[src/verilog/cs_pkg.sv]
package cs_pkg;

    // apb register byte offsets
    localparam logic [7:0] CS_STATUS_OFS   = 8'h00;  // live status word
    localparam logic [7:0] CS_CONTROL_OFS  = 8'h04;  // host control
    localparam logic [7:0] CS_INT_STAT_OFS = 8'h08;  // sticky events, w1c
    localparam logic [7:0] CS_INT_MASK_OFS = 8'h0c;  // event enables

    // status word bit positions
    localparam int CS_ST_ADAPTER_PATH = 7;   // adapter feeds system
    localparam int CS_ST_THERMAL_OFF  = 8;   // die over-temperature
    localparam int CS_ST_COLD         = 9;   // thermistor too cold
    localparam int CS_ST_HOT          = 10;  // thermistor too hot

    // control word bit positions
    localparam int CS_CT_CHARGE_EN = 0;  // host charge enable
    localparam int CS_CT_LEARN     = 4;  // learn cycle select

    // control reset values
    localparam logic CS_CHARGE_EN_RST = 1'b0;
    localparam logic CS_LEARN_RST     = 1'b0;

    // event bit positions in int status and int mask
    localparam int CS_EV_THERMAL  = 0;  // thermal shutdown entered
    localparam int CS_EV_OVERCUR  = 1;  // adapter overcurrent trip
    localparam int CS_EV_LEARN_SW = 2;  // learn-cycle switchover
    localparam int CS_EV_COLD     = 3;  // thermistor went cold
    localparam int CS_EV_HOT      = 4;  // thermistor went hot
    localparam int CS_EV_N        = 5;  // number of events
    localparam logic [4:0] CS_INT_MASK_RST = 5'h00;

    // die temperature thresholds, degrees celsius
    localparam logic [7:0] CS_TSHUT_ON_C  = 8'h91;  // 145 C trip
    localparam logic [7:0] CS_TSHUT_OFF_C = 8'h82;  // 130 C release

    // index of each synchronised pin input
    localparam int CS_IN_ADAPTER  = 0;  // adapter detect comparator
    localparam int CS_IN_OVERCUR  = 1;  // adapter overcurrent comparator
    localparam int CS_IN_DEPLETED = 2;  // battery below depleted level
    localparam int CS_IN_COLD     = 3;  // thermistor above cold level
    localparam int CS_IN_HOT_ST   = 4;  // below hot level, start
    localparam int CS_IN_HOT_OP   = 5;  // below hot level, operating
    localparam int CS_IN_N        = 6;

endpackage

[src/verilog/cs_selector.sv]
// Our own choices: the placing of the registers and the APB register port.
`timescale 1ns/100ps
// Operation
// bit7 high while adapter feeds system, gate drive
// adapter path needs adapter present, learn clear
// learn cycle, depleted battery: switch to adapter
// adapter overcurrent cuts adapter path immediately
// bit8 high while over-temperature holds charger off
// above 145 C disable charging, raise alarm
// register access keeps working during thermal shutdown
// stay off until below 130 C, then restart
// bit9 high while thermistor above cold level
// bit10 high while thermistor below hot level
// hot level chosen by charging active or not
// five volt reference on only with adapter
// host selects learn cycle with control bit4
// status reads live, reads have no side effect
module cs_selector (
    // clock and reset
    input  wire logic        clk,
    input  wire logic        rst_b,
    // apb slave
    input  wire logic        psel,
    input  wire logic        penable,
    input  wire logic        pwrite,
    input  wire logic [7:0]  paddr,
    input  wire logic [31:0] pwdata,
    output logic      [31:0] prdata,
    output logic             pready,
    output logic             pslverr,
    // analog comparator pins, asynchronous
    input  wire logic        adapter_detect_input,
    input  wire logic        adapter_overcurrent_event,
    input  wire logic        battery_depleted_threshold,
    input  wire logic        therm_above_cold,
    input  wire logic        therm_below_hot_start,
    input  wire logic        therm_below_hot_oper,
    // die temperature sensor, same clock, degrees celsius
    input  wire logic [7:0]  die_temp_c,
    // power path and charger controls
    output logic             adapter_switch_gate_drive,
    output logic             charger_enable,
    output logic             five_volt_reference,
    output logic             alarm,
    output logic             irq
);

    typedef struct packed {
        logic [31:0]         prdata;    // read data, loaded in setup
        logic                pready;    // answer in access phase
        logic                pslverr;   // unmapped address
        logic                chg_en;    // host charge enable
        logic                learn;     // learn cycle selected
        logic [4:0]          int_stat;  // sticky events
        logic [4:0]          int_mask;  // event enables
        logic                oc_trip;   // overcurrent latch
        logic                learn_sw;  // learn switchover latched
        logic                tshut;     // thermal shutdown
        logic                gate;      // adapter path on
        logic                chg_on;    // charger running
        logic                ref_en;    // 5 v reference enable
        logic                alarm;     // alarm toward host
        logic                irq;       // interrupt level
        logic [4:0]          prev_ev;   // event conditions, last cycle
    } cs_state_t;

    cs_state_t cur;       // registered state
    cs_state_t next_cur;  // next state

    logic [cs_pkg::CS_IN_N-1:0] pin_raw;  // pins before crossing
    logic [cs_pkg::CS_IN_N-1:0] pin;      // pins after crossing

    assign pin_raw = {therm_below_hot_oper, therm_below_hot_start,
                      therm_above_cold, battery_depleted_threshold,
                      adapter_overcurrent_event, adapter_detect_input};

    // every comparator pin is asynchronous to clk
    cs_sync #(
        .W (cs_pkg::CS_IN_N)
    ) u_sync (
        .clk   (clk),
        .rst_b (rst_b),
        .d     (pin_raw),
        .q     (pin)
    );

    // derived conditions
    logic        ac_present;   // adapter detected
    logic        overcur;      // adapter overcurrent now
    logic        depleted;     // battery below depleted level
    logic        therm_cold;   // live cold flag
    logic        therm_hot;    // live hot flag
    logic        ac_want;      // adapter path request
    logic [4:0]  ev_now;       // event conditions
    logic [4:0]  ev_rise;      // new events this cycle
    logic [4:0]  w1c;          // bits cleared by software
    logic [31:0] status_word;  // live status read value
    logic        wr_acc;       // write takes effect
    logic        rd_set;       // read setup phase

    always_comb begin
        ac_present = pin[cs_pkg::CS_IN_ADAPTER];
        overcur    = pin[cs_pkg::CS_IN_OVERCUR];
        depleted   = pin[cs_pkg::CS_IN_DEPLETED];
        therm_cold = pin[cs_pkg::CS_IN_COLD];
        // operating level while charging, start level otherwise
        therm_hot  = cur.chg_on ? pin[cs_pkg::CS_IN_HOT_OP]
                                : pin[cs_pkg::CS_IN_HOT_ST];
        // learn clear, or learn with switchover already taken
        ac_want    = ac_present && (!cur.learn || cur.learn_sw);
        // status word built from live state, no latching
        status_word = 32'h0000_0000;
        status_word[cs_pkg::CS_ST_ADAPTER_PATH] = cur.gate;
        status_word[cs_pkg::CS_ST_THERMAL_OFF]  = cur.tshut;
        status_word[cs_pkg::CS_ST_COLD]         = therm_cold;
        status_word[cs_pkg::CS_ST_HOT]          = therm_hot;
        wr_acc = psel && penable && cur.pready && pwrite;
        rd_set = psel && !penable && !pwrite;
        ev_now = '0;
        ev_now[cs_pkg::CS_EV_THERMAL]  = cur.tshut;
        ev_now[cs_pkg::CS_EV_OVERCUR]  = cur.oc_trip;
        ev_now[cs_pkg::CS_EV_LEARN_SW] = cur.learn_sw;
        ev_now[cs_pkg::CS_EV_COLD]     = therm_cold;
        ev_now[cs_pkg::CS_EV_HOT]      = therm_hot;
        ev_rise = ev_now & ~cur.prev_ev;
        w1c = '0;
        if (wr_acc && paddr == cs_pkg::CS_INT_STAT_OFS) begin
            w1c = pwdata[4:0];
        end
    end

    // next-state logic for the whole block
    always_comb begin
        next_cur = cur;
        next_cur.prev_ev = ev_now;

        // apb: decode in setup, answer in the first access cycle;
        // register path never depends on charger state
        next_cur.pready  = psel && !penable && !cur.pready;
        next_cur.pslverr = 1'b0;
        if (psel && !penable) begin
            case (paddr)
                cs_pkg::CS_STATUS_OFS,
                cs_pkg::CS_CONTROL_OFS,
                cs_pkg::CS_INT_STAT_OFS,
                cs_pkg::CS_INT_MASK_OFS: next_cur.pslverr = 1'b0;
                default: next_cur.pslverr = 1'b1;
            endcase
        end
        if (rd_set) begin
            // reads only copy values, nothing is cleared
            case (paddr)
                cs_pkg::CS_STATUS_OFS: begin
                    next_cur.prdata = status_word;
                end
                cs_pkg::CS_CONTROL_OFS: begin
                    next_cur.prdata = 32'h0000_0000;
                    next_cur.prdata[cs_pkg::CS_CT_CHARGE_EN] = cur.chg_en;
                    next_cur.prdata[cs_pkg::CS_CT_LEARN]     = cur.learn;
                end
                cs_pkg::CS_INT_STAT_OFS: begin
                    next_cur.prdata = {27'h0, cur.int_stat};
                end
                cs_pkg::CS_INT_MASK_OFS: begin
                    next_cur.prdata = {27'h0, cur.int_mask};
                end
                default: begin
                    next_cur.prdata = 32'h0000_0000;
                end
            endcase
        end
        if (wr_acc && paddr == cs_pkg::CS_CONTROL_OFS) begin
            next_cur.chg_en = pwdata[cs_pkg::CS_CT_CHARGE_EN];
            next_cur.learn  = pwdata[cs_pkg::CS_CT_LEARN];
        end
        if (wr_acc && paddr == cs_pkg::CS_INT_MASK_OFS) begin
            next_cur.int_mask = pwdata[4:0];
        end
        // new event wins over a clear in the same cycle
        next_cur.int_stat = (cur.int_stat & ~w1c) | ev_rise;

        // learn switchover: held until learn is dropped or adapter lost
        if (!next_cur.learn || !ac_present) begin
            next_cur.learn_sw = 1'b0;
        end else if (next_cur.learn && depleted) begin
            next_cur.learn_sw = 1'b1;
        end

        // overcurrent latch: cleared by software through its event bit
        if (overcur) begin
            next_cur.oc_trip = 1'b1;
        end else if (w1c[cs_pkg::CS_EV_OVERCUR]) begin
            next_cur.oc_trip = 1'b0;
        end

        // adapter path: overcurrent overrides everything, no delay
        next_cur.gate = ac_want && !overcur && !cur.oc_trip;

        // thermal shutdown with hysteresis
        if (die_temp_c > cs_pkg::CS_TSHUT_ON_C) begin
            next_cur.tshut = 1'b1;
        end else if (die_temp_c < cs_pkg::CS_TSHUT_OFF_C) begin
            next_cur.tshut = 1'b0;
        end

        // charger runs when enabled, adapter present, not shut down and neither thermistor flag set; restart needs no host action
        next_cur.chg_on = cur.chg_en && !next_cur.tshut && ac_present &&
                          !therm_cold && !therm_hot;

        // reference only when the adapter can supply it
        next_cur.ref_en = ac_present;
        next_cur.alarm  = next_cur.tshut;
        next_cur.irq    = |(next_cur.int_stat & cur.int_mask);
    end

    // single state register
    always_ff @(posedge clk or negedge rst_b) begin
        if (!rst_b) begin
            cur          <= '0;
            cur.chg_en   <= cs_pkg::CS_CHARGE_EN_RST;
            cur.learn    <= cs_pkg::CS_LEARN_RST;
            cur.int_mask <= cs_pkg::CS_INT_MASK_RST;
        end else begin
            cur <= next_cur;
        end
    end

    // outputs straight from flops
    assign prdata                    = cur.prdata;
    assign pready                    = cur.pready;
    assign pslverr                   = cur.pslverr;
    assign adapter_switch_gate_drive = cur.gate;
    assign charger_enable            = cur.chg_on;
    assign five_volt_reference       = cur.ref_en;
    assign alarm                     = cur.alarm;
    assign irq                       = cur.irq;

    // overcurrent drops the gate at the next edge
    property p_oc_cut;
        @(posedge clk) disable iff (!rst_b)
        overcur |=> !adapter_switch_gate_drive;
    endproperty
    a_oc_cut: assert property (p_oc_cut)
        else $error("gate still on after overcurrent");

    // gate only with adapter present and learn clear or switched
    property p_gate_cause;
        @(posedge clk) disable iff (!rst_b)
        $rose(adapter_switch_gate_drive) |->
            $past(ac_present) && (!$past(cur.learn) || $past(cur.learn_sw));
    endproperty
    a_gate_cause: assert property (p_gate_cause)
        else $error("gate rose without adapter or with learn set");

    // depleted battery in learn cycle moves supply to adapter
    property p_learn_sw;
        @(posedge clk) disable iff (!rst_b)
        (cur.learn && ac_present && depleted && !overcur && !cur.oc_trip)
            ##1 (cur.learn && ac_present && !overcur && !cur.oc_trip)
            |=> adapter_switch_gate_drive;
    endproperty
    a_learn_sw: assert property (p_learn_sw)
        else $error("no switchover on depleted battery");

    // hot die forces shutdown, charger off and alarm
    property p_hot_die;
        @(posedge clk) disable iff (!rst_b)
        die_temp_c > cs_pkg::CS_TSHUT_ON_C |=> alarm && !charger_enable;
    endproperty
    a_hot_die: assert property (p_hot_die)
        else $error("no shutdown above trip temperature");

    // shutdown holds inside the hysteresis band
    property p_hyst;
        @(posedge clk) disable iff (!rst_b)
        cur.tshut && die_temp_c >= cs_pkg::CS_TSHUT_OFF_C |=> cur.tshut;
    endproperty
    a_hyst: assert property (p_hyst)
        else $error("shutdown released above release temperature");

    // restart without host action once cool
    property p_restart;
        @(posedge clk) disable iff (!rst_b)
        cur.tshut && die_temp_c < cs_pkg::CS_TSHUT_OFF_C |=> !alarm;
    endproperty
    a_restart: assert property (p_restart)
        else $error("shutdown not released when cool");

    // bus answers during shutdown
    property p_bus_alive;
        @(posedge clk) disable iff (!rst_b)
        psel && !penable && !pready |=> pready;
    endproperty
    a_bus_alive: assert property (p_bus_alive)
        else $error("no apb answer");

    // reference follows adapter detection
    property p_ref;
        @(posedge clk) disable iff (!rst_b)
        ac_present |=> five_volt_reference;
    endproperty
    a_ref: assert property (p_ref)
        else $error("reference off with adapter present");

    // status read returns live flags and changes nothing
    property p_status_rd;
        @(posedge clk) disable iff (!rst_b)
        rd_set && paddr == cs_pkg::CS_STATUS_OFS |=>
            prdata[cs_pkg::CS_ST_ADAPTER_PATH] == $past(cur.gate) &&
            prdata[cs_pkg::CS_ST_HOT] == $past(therm_hot) &&
            cur.int_stat == ($past(cur.int_stat) | $past(ev_rise));
    endproperty
    a_status_rd: assert property (p_status_rd)
        else $error("status read wrong or had side effect");

    // while charging, only the operating hot level keeps it running
    property p_hot_sel;
        @(posedge clk) disable iff (!rst_b)
        charger_enable && $past(charger_enable) |->
            !$past(pin[cs_pkg::CS_IN_HOT_OP]);
    endproperty
    a_hot_sel: assert property (p_hot_sel)
        else $error("charging went on above the operating hot level");

    // charging starts only below the start hot level
    property p_hot_start;
        @(posedge clk) disable iff (!rst_b)
        $rose(charger_enable) |-> !$past(pin[cs_pkg::CS_IN_HOT_ST]);
    endproperty
    a_hot_start: assert property (p_hot_start)
        else $error("charging started above the start hot level");

    // shutdown flag and a running charger never coexist
    property p_off_flag;
        @(posedge clk) disable iff (!rst_b)
        alarm |-> !charger_enable;
    endproperty
    a_off_flag: assert property (p_off_flag)
        else $error("charger running during thermal shutdown");

    // the trip latch keeps the adapter path off until cleared
    property p_oc_hold;
        @(posedge clk) disable iff (!rst_b)
        cur.oc_trip |=> !adapter_switch_gate_drive;
    endproperty
    a_oc_hold: assert property (p_oc_hold)
        else $error("gate on while overcurrent latched");

endmodule

[src/verilog/cs_sync.sv]
`timescale 1ns/100ps
// three-stage synchroniser; a change is accepted once stages two and
// three agree, so a single-cycle metastable sample never reaches q
module cs_sync #(
    parameter int W = 1
) (
    // clock and reset
    input  wire logic         clk,
    input  wire logic         rst_b,
    // asynchronous levels in, filtered levels out
    input  wire logic [W-1:0] d,
    output logic      [W-1:0] q
);

    typedef struct packed {
        logic [W-1:0] s1;   // first stage, read only by s2
        logic [W-1:0] s2;   // second stage
        logic [W-1:0] s3;   // third stage
        logic [W-1:0] q;    // accepted level
    } cs_sync_state_t;

    cs_sync_state_t cur;       // registered state
    cs_sync_state_t next_cur;  // next state
    logic [W-1:0]   acc;       // per-bit next accepted level

    // shift chain; q takes the per-bit acceptance
    always_comb begin
        next_cur    = cur;
        next_cur.s1 = d;
        next_cur.s2 = cur.s1;
        next_cur.s3 = cur.s2;
        next_cur.q  = acc;
    end

    genvar i;
    generate
        for (i = 0; i < W; i++) begin : g_bit
            // accept only when the two settled stages agree
            assign acc[i] = (cur.s2[i] == cur.s3[i]) ? cur.s3[i] : cur.q[i];
        end
    endgenerate

    // one register for all stages and the accepted level, so the
    // state has a single driving process
    always_ff @(posedge clk or negedge rst_b) begin
        if (!rst_b) begin
            cur <= '0;
        end else begin
            cur <= next_cur;
        end
    end

    assign q = cur.q;

endmodule

[config.mk]
export PLATFORM = sky130hd
export DESIGN_NAME = cs_selector
export DESIGN_NICKNAME = d
export VERILOG_FILES = /design/src/verilog/cs_pkg.sv /design/src/verilog/cs_selector.sv /design/src/verilog/cs_sync.sv
export SDC_FILE = /design/constraint.sdc
export NUM_CORES = 1
export LEC_CHECK = 0
export BUFFER_PORTS_ARGS = -buffer_cell sky130_fd_sc_hd__buf_2
export CAP_MARGIN = 20
export CORE_MARGIN = 2
export CORE_UTILIZATION = 45
export DETAILED_ROUTE_END_ITERATION = 10
export GPL_TIMING_DRIVEN = 0
export PLACE_DENSITY_LB_ADDON = 0.3
export SLEW_MARGIN = 0
export SYNTH_ARGS = -nofsm -noshare
export SYNTH_HDL_FRONTEND = slang
export SYNTH_HIERARCHICAL = 1
export SYNTH_SLANG_ARGS = --single-unit
[constraint.sdc]
create_clock -name clk -period 3.45 [get_ports clk]
set_input_delay 0.8625 -clock clk [delete_from_list [all_inputs] [get_ports clk]]
set_output_delay 0.8625 -clock clk [all_outputs]
set_load 0.005 [all_outputs]
==> results.ini, run 1 <==
[timing]
period_minus_slack_ps=2110
slew_violations=0
finalCritPeriodShare=0.611
rsz0062_at_grt=false
clock_skew_ps=7.76
fmax_ghz=0.475
hold_violations=0
whs_ps=347
tns_ps=0
setup_viol_count_final=0

[clocking]
cts_resized=0
h-tree-depth=3
cts_tree=yes
hold_buffers=0
cts.sinks=59
root_buffer=clkbuf_8
cts.clk_slew.worst_paths_ps=60
clockBufferDepth=2
cts_setup_buffers=0
cts_buffers=9
clk_latency_ps=320

[worst_hold_path]
min_path_type=register to register
min_path_cells=0

[pwr]
netSwitchingFraction=0.214
p_leak_uw=0.00156
p_seq_frac=0.541
power.net_switching_uw=290
power_density_nw_per_um2=447
vdd_drop_max_uv=275
combPwrFrac=0.083
internal_power_uw=1060
power_frac_clock=0.376

[worst_setup_path]
r2r_slack_ps=1810
slowest_delay_ps=410
r2r-end=irq
crit_path_end=irq
cp.required_ps=3620
critical_path.most_common_cell=buf_2
start_kind=primary input
timing.rr.start=pready
worstPathMaxFanout=7
critPathTopFamily=simple AND/OR/NAND/NOR gates
reg2reg_depth=6
worstSetupPathType=primary input to register
crit_start=paddr[7]
crit_buf_inv=2
path_cells=buf_2 > nor4_1 > and4_1 > buf_2 > a21oi_1 > nor3_1 > o221ai_1
crit_path_end_kind=register
worstPathArrival_ps=2280
crit_path_top_delay_cell=nor4_1
path_depth=7

[grt]
grt_pass1_vias=1421
antenna_found_initial=0
grt_max_degree=43
overflow=0
grt_pass1_wl_um=6440
track_usage=0.141

[logic_synthesis]
postSynth.asyncResetShare=1.00
syn_area_per_cell_um2=12.7
netlist_area_um2=2460
synth_seq_cells=59
synth_warnings=6
synth_top_area_cell=dfrtp_1
yosysSeqAreaShare=0.601
synth_cells=194
synth_edf_count=0
synth_most_common_cell=dfrtp_1
yosysTopAreaCellShare=0.601
synth_cell_types=34
synth_flop_cell=dfrtp_1
synth_area_leaders=dfrtp_1 60%, buf_4 12%, mux2_2 4.6%
synth_common_cells=59 x dfrtp_1, 38 x buf_4, 12 x nand2_1, 12 x o21ai_0, 10 x mux2_2

[drt]
drt-total-wl_um=3870
drc=0
vias=1531
first_pass_iters=4
final_antenna_net_count=0
drt_iter0_drc=48
wl_per_cell_um=11.2
vias_per_cell=4.45

[placement]
globalplace.congestion=0.767
io_buffers=45
dp_hpwl_um=2850

[finish]
area_growth_pct=23.2
finalNetCount=332
antennaDiodeCount=0
drive_above_1_share=0.431
fin_util=0.582

[flow_run]
max_cap_violations=0

[die]
num_rows=26
fp.dieH_um=77.9
core-area_um2=5200
die_area_um2=6070
ios=98
die_w_um=77.9
initial_utilization=0.472

[status]
status=finished, final reports clean

-- per-layer routing --
metal	GRT usage	up-vias	share of wire
met5	0	-	0
met4	0.102	0	0.028
met3	0.0442	9	0.068
met2	0.206	56	0.44
met1	0.176	700	0.46
li1	-	766	-
-- metrics by stage --
stage	power [uW]	worst slack, ps	area, um2	std cells
after floorplan	808	1370	2540	216
after global placement	851	993	2850	331
after detailed placement	857	992	2870	332
after CTS	1370	1330	3030	344
after global routing	1430	1220	3030	344
final	1350	1340	3030	344
-- flip-flops by register name, summed over array words and instances, names as in the netlist --
signal / count
prdata: 9
cur: 19
pslverr: 1
u_sync/cur: 18
five_volt_reference: 1
pready: 1
charger_enable: 1
adapter_switch_gate_drive: 1
alarm: 1
u_sync/q: 6
irq: 1
-- how the worst min path moves through the flow --
| stage | start | end |
|---|---|---|
| floorplan | u_sync/cur[18] | u_sync/cur[12] |
| global placement | u_sync/cur[18] | u_sync/cur[12] |
| detailed placement | u_sync/cur[23] | u_sync/cur[17] |
| CTS | u_sync/cur[23] | u_sync/cur[17] |
| global route | u_sync/cur[22] | u_sync/cur[16] |
| finish | u_sync/cur[23] | u_sync/cur[17] |
-- cell type report --
class                      instances  area, um2
multi-input combinational        116        766
fill                             459       2180
timing repair buffer              46        245
clock buffer                      12        155
sequential                        59       1480
buffer                            41        299
tap                               70       87.6
-- power groups by stage --
| stage | combinational [uW] | sequential, uW | clock [uW] |
|---|---|---|---|
| after floorplan | 65.8 | 742 | 0 |
| after global routing | 125 | 734 | 568 |
| after detailed placement | 112 | 744 | 0 |
| after global placement | 108 | 743 | 0 |
| final | 112 | 732 | 509 |
| after CTS | 113 | 732 | 529 |
-- cell families after synthesis --
logic type,share of synthesized area
compound gates,0.0784
fa+ha+maj,0.0321
buf+inv,0.122
flops,0.601
mux,0.0580
other cells,0.00153
simple gates,0.108
-- layout by cell type, fill, tap and decap left out --
cell / instances
nor2_1: 5
a22oi_1: 2
clkbuf_1: 2
nand4_2: 1
dfrtp_1: 59
buf_2: 47
buf_12: 1
conb_1: 23
nor4_4: 1
mux2i_1: 3
nand3_1: 2
or2_2: 1
a21oi_1: 2
and2_1: 1
and4_1: 2
maj3_2: 7
o211a_1: 1
mux2_2: 10
o21ai_0: 12
a21o_1: 6
buf_4: 38
or3_1: 1
o221ai_1: 1
clkbuf_8: 11
nor4b_1: 1
and2b_1: 1
nor3_1: 1
nand2_1: 12
nor2b_1: 9
nor3_2: 1
nand2b_1: 1
nand4_1: 1
o31a_1: 1
nor3b_1: 2
a22o_1: 4
nor4_1: 1
(Power assumes the default switching activity.)
==> run 2: changes to the inputs <==
Settings changed: ABC_AREA from default to 1.
Clock period 3.45 ns to 2.1 ns, I/O delays scaled along.
==> run 2 against run 1 <==
- synthesized cell count increased by 38%
- synthesized area increased by 4.6%
- critical path type unchanged
- sequential share of layout area decreased by 2.9 points
- sequential cell count unchanged
- critical endpoint is now pslverr
==> results.ini, run 2 <==
[drt]
first_pass_iters=4  ; unchanged
vias=1815  ; was 1531
wl_met3_um=240  ; was 263 um
wl_met1_um=1920  ; was 1780 um
vias_per_cell=4.28  ; was 4.45
drt_iter0_drc=103  ; was 48
drc=0  ; unchanged
drt-total-wl_um=4440  ; was 3870 um
dr.max_layer_used=met4  ; unchanged
wl_per_cell_um=10.5  ; was 11.2 um
final_antenna_net_count=0  ; unchanged
route.met2.wl_um=2180  ; was 1720 um

[worst_setup_path]
crit_path_end_kind=register  ; unchanged
worstPathMaxFanout=5  ; was 7
worstPathArrival_ps=1880  ; was 2280 ps
r2r_slack_ps=690  ; was 1810 ps
start_kind=primary input  ; unchanged
worstSetupPathType=primary input to register  ; unchanged
reg2reg_depth=7  ; was 6
r2r-end=irq  ; unchanged
timing.rr.start=u_sync/q[4]  ; was pready
cp.required_ps=2310  ; was 3620 ps

[finish]
antennaDiodeCount=0  ; unchanged
area_growth_pct=25.2  ; was 23.2%
drive_above_1_share=0.332  ; was 0.431
final_cell_mix=71 x nand2_1, 59 x dfrtp_1, 46 x buf_2, 38 x buf_4, 23 x conb_1  ; was 59 x dfrtp_1, 47 x buf_2, 38 x buf_4, 23 x conb_1
finalNetCount=406  ; was 332
final_common_cell=nand2_1  ; was dfrtp_1
design_area_um2=3220  ; was 3030 um2
regMostFlops=cur  ; unchanged
largest_reg_flops=19  ; unchanged

[clocking]
cts_buffers=9  ; unchanged
cts.sinks=59  ; unchanged
cts_tree=yes  ; unchanged
root_buffer=clkbuf_8  ; unchanged
hold_buffers=0  ; unchanged
h-tree-depth=3  ; unchanged
cts.clk_slew.worst_paths_ps=70  ; was 60 ps
cts_resized=0  ; unchanged
clockBufferDepth=2  ; unchanged
clk_latency_ps=330  ; was 320 ps
cts_setup_buffers=0  ; unchanged

[pwr]
power_density_nw_per_um2=792  ; was 447 nW/um2
vdd_drop_max_uv=453  ; was 275 uV
p_leak_uw=0.00177  ; was 0.00156 uW

[logic_synthesis]
synth_cells=267  ; was 194
synth_warnings=6  ; unchanged
syn_area_per_cell_um2=9.63  ; was 12.7 um2
synth_edf_count=0  ; unchanged
synth_most_common_cell=nand2_1  ; was dfrtp_1
synth_common_cells=71 x nand2_1, 59 x dfrtp_1, 38 x buf_4  ; was 59 x dfrtp_1, 38 x buf_4, 12 x nand2_1, 12 x o21ai_0, 10 x mux2_2
synth_flop_cell=dfrtp_1  ; unchanged
yosysSeqAreaShare=0.574  ; was 0.601
synth_area_leaders=dfrtp_1 57%, buf_4 11%, nand2_1 10%  ; was dfrtp_1 60%, buf_4 12%, mux2_2 4.6%
postSynth.asyncResetShare=1.00  ; unchanged
synth_seq_cells=59  ; unchanged
synth_cell_types=27  ; was 34
netlist_area_um2=2570  ; was 2460 um2
yosysTopAreaCellShare=0.574  ; was 0.601
synth_top_area_cell=dfrtp_1  ; unchanged

[flow_run]
max_cap_violations=0  ; unchanged

[timing]
setup_viol_count_final=0  ; unchanged
fmax_ghz=0.598
period_minus_slack_ps=1670
finalCritPeriodShare=0.797
worstMarginPinSlew_ps=871
slew_violations=0  ; unchanged
rsz0062_at_grt=false  ; unchanged
clock_skew_ps=6.37  ; was 7.76 ps
tns_ps=0  ; unchanged
slew_headroom=0.414
hold_violations=0  ; unchanged

[die]
initial_utilization=0.467  ; was 0.472
die_w_um=79.6  ; was 77.9 um
ios=98  ; unchanged
fp.dieH_um=79.6  ; was 77.9 um
num_rows=27  ; was 26
die_area_um2=6340  ; was 6070 um2
core-area_um2=5510  ; was 5200 um2

[grt]
grt_max_degree=38  ; was 43
antenna_found_initial=0  ; unchanged
grt_pass1_vias=1721  ; was 1421
overflow=0  ; unchanged
track_usage=0.157  ; was 0.141
grt_pass1_wl_um=7420  ; was 6440 um

[status]
status=finished, final reports clean  ; unchanged

[placement]
dp_hpwl_um=3270  ; was 2850 um
post_dp_cell_area_um2=3000  ; was 2870 um2
io_buffers=46  ; was 45
globalplace.congestion=0.776  ; was 0.767

[worst_hold_path]
min_path_type=primary input to asynchronous set/reset pin  ; was register to register

-- run 2: metal layers --
| layer | up-vias | GRT usage |
|---|---|---|
| met1 | 811 | 0.181 |
| met3 | 11 | 0.0486 |
| li1 | 939 | - |
| met5 | - | 0 |
| met2 | 54 | 0.253 |
| met4 | 0 | 0.0966 |
-- run 2: worst max-delay path: stages --
cell and delay [ps]:
buf_2 90, nor2_1 120, inv_1 150, nor4_1 750, nor2_1 110, nand2_1 90, nor2_1 40
-- run 2: how the worst max path moves through the flow --
stage,to,start,cells after the start
after global placement,pslverr,paddr[1],7
after CTS,pslverr,paddr[1],7
final,pslverr,paddr[1],7
after global routing,prdata[7],paddr[1],6
after floorplan,pslverr,paddr[1],6
after detailed placement,pslverr,paddr[1],7
-- run 2: final cells by class --
class / instances / area [um2]
repair buffers: 47 / 250
flip-flops and latches: 59 / 1480
plain buffers: 42 / 312
clock buffers: 11 / 151
multi-input cells: 167 / 788
well taps: 72 / 90.1
clock inverters: 5 / 75.1
inverters: 21 / 78.8
fillers: 480 / 2280
-- run 2: cell families after synthesis --
family          after synthesis  synth area share
compound gates               26            0.0550
buf+inv                      63             0.152
flops                        59             0.574
other cells                   1           0.00146
simple gates                118             0.218
-- run 2: through the flow --
stage / setup WS (ps) / util / std cells / power (uW) / hold slack, ps
after floorplan: 511 / - / 289 / 1340 / 229
after global placement: 119 / 0.540 / 407 / 1410 / 333
after detailed placement: 69.2 / 0.544 / 408 / 1420 / 336
after CTS: 424 / 0.585 / 424 / 2590 / 176
after global routing: 318 / 0.585 / 424 / 2670 / 201
final: 426 / 0.585 / 424 / 2550 / 170
-- run 2: report_power, final --
group	switching, uW	internal [uW]
combinational	100	91.7
clock	427	726
sequential	24.5	1180
total	552	2000
==> run 3: changes to the inputs <==
Settings changed: CORE_UTILIZATION 45 to 44.
Clock period 2.1 ns to 1.5 ns, I/O delays scaled along.
==> run 3 against run 2 <==
- clock skew increased by 1.8 ps
- critical path depth is 5 higher
- clock-buffer cell count shrank 2
- wire length down 4.0%
- die area increased by 2.1%
- setup slack lost 300 ps
- global-route usage is 1.3 points lower
- critical path type unchanged
- critical endpoint is now irq
- highest routed layer unchanged
==> results.ini, run 3 (synthesis results as in run 2) <==
[status]
status=finished, final reports clean  ; unchanged

[pwr]
power_density_nw_per_um2=1030  ; was 792 nW/um2
vdd_drop_max_uv=648  ; was 453 uV
p_leak_uw=0.00175  ; was 0.00177 uW
p_total_uw=3290  ; was 2550 uW

[timing]
worstMarginPinSlew_ps=571  ; was 871 ps
period_minus_slack_ps=1380
timing.final.ws_setup_ps=123  ; was 426 ps
hold_violations=0  ; unchanged
slew_violations=0  ; unchanged
finalCritPeriodShare=0.918
fmax_ghz=0.726
clock_skew_ps=8.18  ; was 6.37 ps
tns_ps=0  ; unchanged
setup_viol_count_final=0  ; unchanged
rsz0062_at_grt=false  ; unchanged
slew_headroom=0.618  ; was 0.414

[worst_setup_path]
timing.rr.start=pready  ; was u_sync/q[4]
critPathTopFamily=simple AND/OR/NAND/NOR gates  ; unchanged
worstPathMaxFanout=10  ; was 5
worstPathArrival_ps=1590  ; was 1880 ps
critical_path.most_common_cell=nand2_1  ; was nor2_1
crit_path_top_delay_cell=nor2_2  ; was nor4_1
crit_buf_inv=2  ; unchanged
start_kind=primary input  ; unchanged
crit_path_end_kind=register  ; unchanged
slowest_delay_ps=190  ; was 750 ps
worstSetupPathType=primary input to register  ; unchanged
cp.required_ps=1710  ; was 2310 ps
path_cells=buf_2 > nor2_1 > nand2_4 > nor2_2 > buf_6 > nand3_4 > nand2_2 > nand2_2 > nand2_1 > nand2_1 > nor2_1 > nand2_1  ; was buf_2 > nor2_1 > inv_1 > nor4_1 > nor2_1 > nand2_1 > nor2_1
crit_start=paddr[7]  ; was paddr[1]

[clocking]
cts.clk_slew.worst_paths_ps=60  ; was 70 ps
h-tree-depth=3  ; unchanged
cts_setup_buffers=0  ; unchanged
root_buffer=clkbuf_8  ; unchanged
cts_tree=yes  ; unchanged
clk_latency_ps=340  ; was 330 ps
cts_buffers=9  ; unchanged
cts.sinks=59  ; unchanged
clockBufferDepth=2  ; unchanged

[drt]
drc=0  ; unchanged
vias_per_cell=4.30  ; was 4.28
final_antenna_net_count=0  ; unchanged
vias=1821  ; was 1815
drt-total-wl_um=4270  ; was 4440 um
wl_per_cell_um=10.1  ; was 10.5 um
drt_iter0_drc=73  ; was 103
first_pass_iters=4  ; unchanged

[finish]
finalNetCount=406  ; unchanged
seq_area_um2=1480  ; unchanged
design_area_um2=3190  ; was 3220 um2
fillers=505  ; was 480
area_growth_pct=24.0  ; was 25.2%
largest_reg_flops=19  ; unchanged
final_common_cell=nand2_1  ; unchanged
drive_above_1_share=0.336  ; was 0.332
antennaDiodeCount=0  ; unchanged
final_cell_mix=71 x nand2_1, 59 x dfrtp_1, 46 x buf_2, 38 x buf_4, 23 x conb_1  ; unchanged
regMostFlops=cur  ; unchanged
multi_input_area_um2=797  ; was 788 um2
instances_no_fill=423  ; was 424

[die]
ios=98  ; unchanged
fp.dieH_um=80.5  ; was 79.6 um
core-area_um2=5570  ; was 5510 um2
num_rows=27  ; unchanged
die_area_um2=6470  ; was 6340 um2
initial_utilization=0.462  ; was 0.467
die_w_um=80.5  ; was 79.6 um

[grt]
antenna_found_initial=0  ; unchanged
grt_max_degree=40  ; was 38
grt_pass1_vias=1564  ; was 1721
overflow=0  ; unchanged
track_usage=0.144  ; was 0.157
grt_pass1_wl_um=6850  ; was 7420 um

[placement]
dp.cells=408  ; unchanged
globalplace.congestion=0.795  ; was 0.776
post_dp_cell_area_um2=3000  ; unchanged
io_buffers=46  ; unchanged
pre_cts_ws_ps=-383  ; was 69.2 ps
dp_hpwl_um=3120  ; was 3270 um

[flow_run]
max_cap_violations=0  ; unchanged

[worst_hold_path]
min_path_type=primary input to asynchronous set/reset pin  ; unchanged

[run 3: cell count changes in the layout (fill, tap and decap cells not counted), sizes merged]
cell / change
bufinv: -1
clkbuf: -3
clkinv: +1
clkinvlp: +1
buf: +1
[run 3: area by class of cell]
cell class              instances  share of cell area
multi-input cells             167               0.250
clock inverters                 6              0.0180
repair buffers                 47              0.0785
inverters                      21              0.0247
well taps                      72              0.0282
clock buffers                   9              0.0388
plain buffers                  42              0.0989
flip-flops and latches         59               0.463
[run 3: timing repair]
item / 4_1_cts / 5_1_grt
hold buffers: 0 / 0
gates cloned: 0 / 0
gates resized for setup: 1 / 5
setup endpoints to repair: 1 / 3
[run 3: per-layer routing]
metal | track usage | routed length (um) | vias up
met4 | 0.0576 | 70 | 0
met3 | 0.0719 | 296 | 6
met2 | 0.237 | 2010 | 58
met5 | 0 | 0 | -
li1 | - | - | 938
met1 | 0.158 | 1880 | 819
[run 3: where the power goes]
| group | internal [uW] | total [uW] | switching, uW |
|---|---|---|---|
| logic | 129 | 271 | 142 |
| registers | 1660 | 1690 | 32.9 |
| clock network | 743 | 1330 | 583 |
[run 3: path summary, 6_finish.rpt]
path / slack, ps / depth (start not counted) / endpoint
setup reg to reg: 190 / 10 / irq
min in group clk: 140 / 1 / u_sync/cur[19]
hold / removal: 1 / 1 / cur[17]
setup / recovery: 120 / 12 / irq
max in group asynchronous: 940 / 2 / u_sync/cur[6]
hold reg to reg: 350 / 0 / u_sync/cur[16]
[run 3: per-stage QoR]
| step | hold slack (ps) | util |
|---|---|---|
| 4_1_cts | 2.19 | 0.571 |
| 5_1_grt | 27.5 | 0.572 |
| 2_1_floorplan | 79.4 | - |
| 3_5_place_dp | 335 | 0.537 |
| 6_report | 0.979 | 0.572 |
| 3_3_place_gp | 332 | 0.534 |
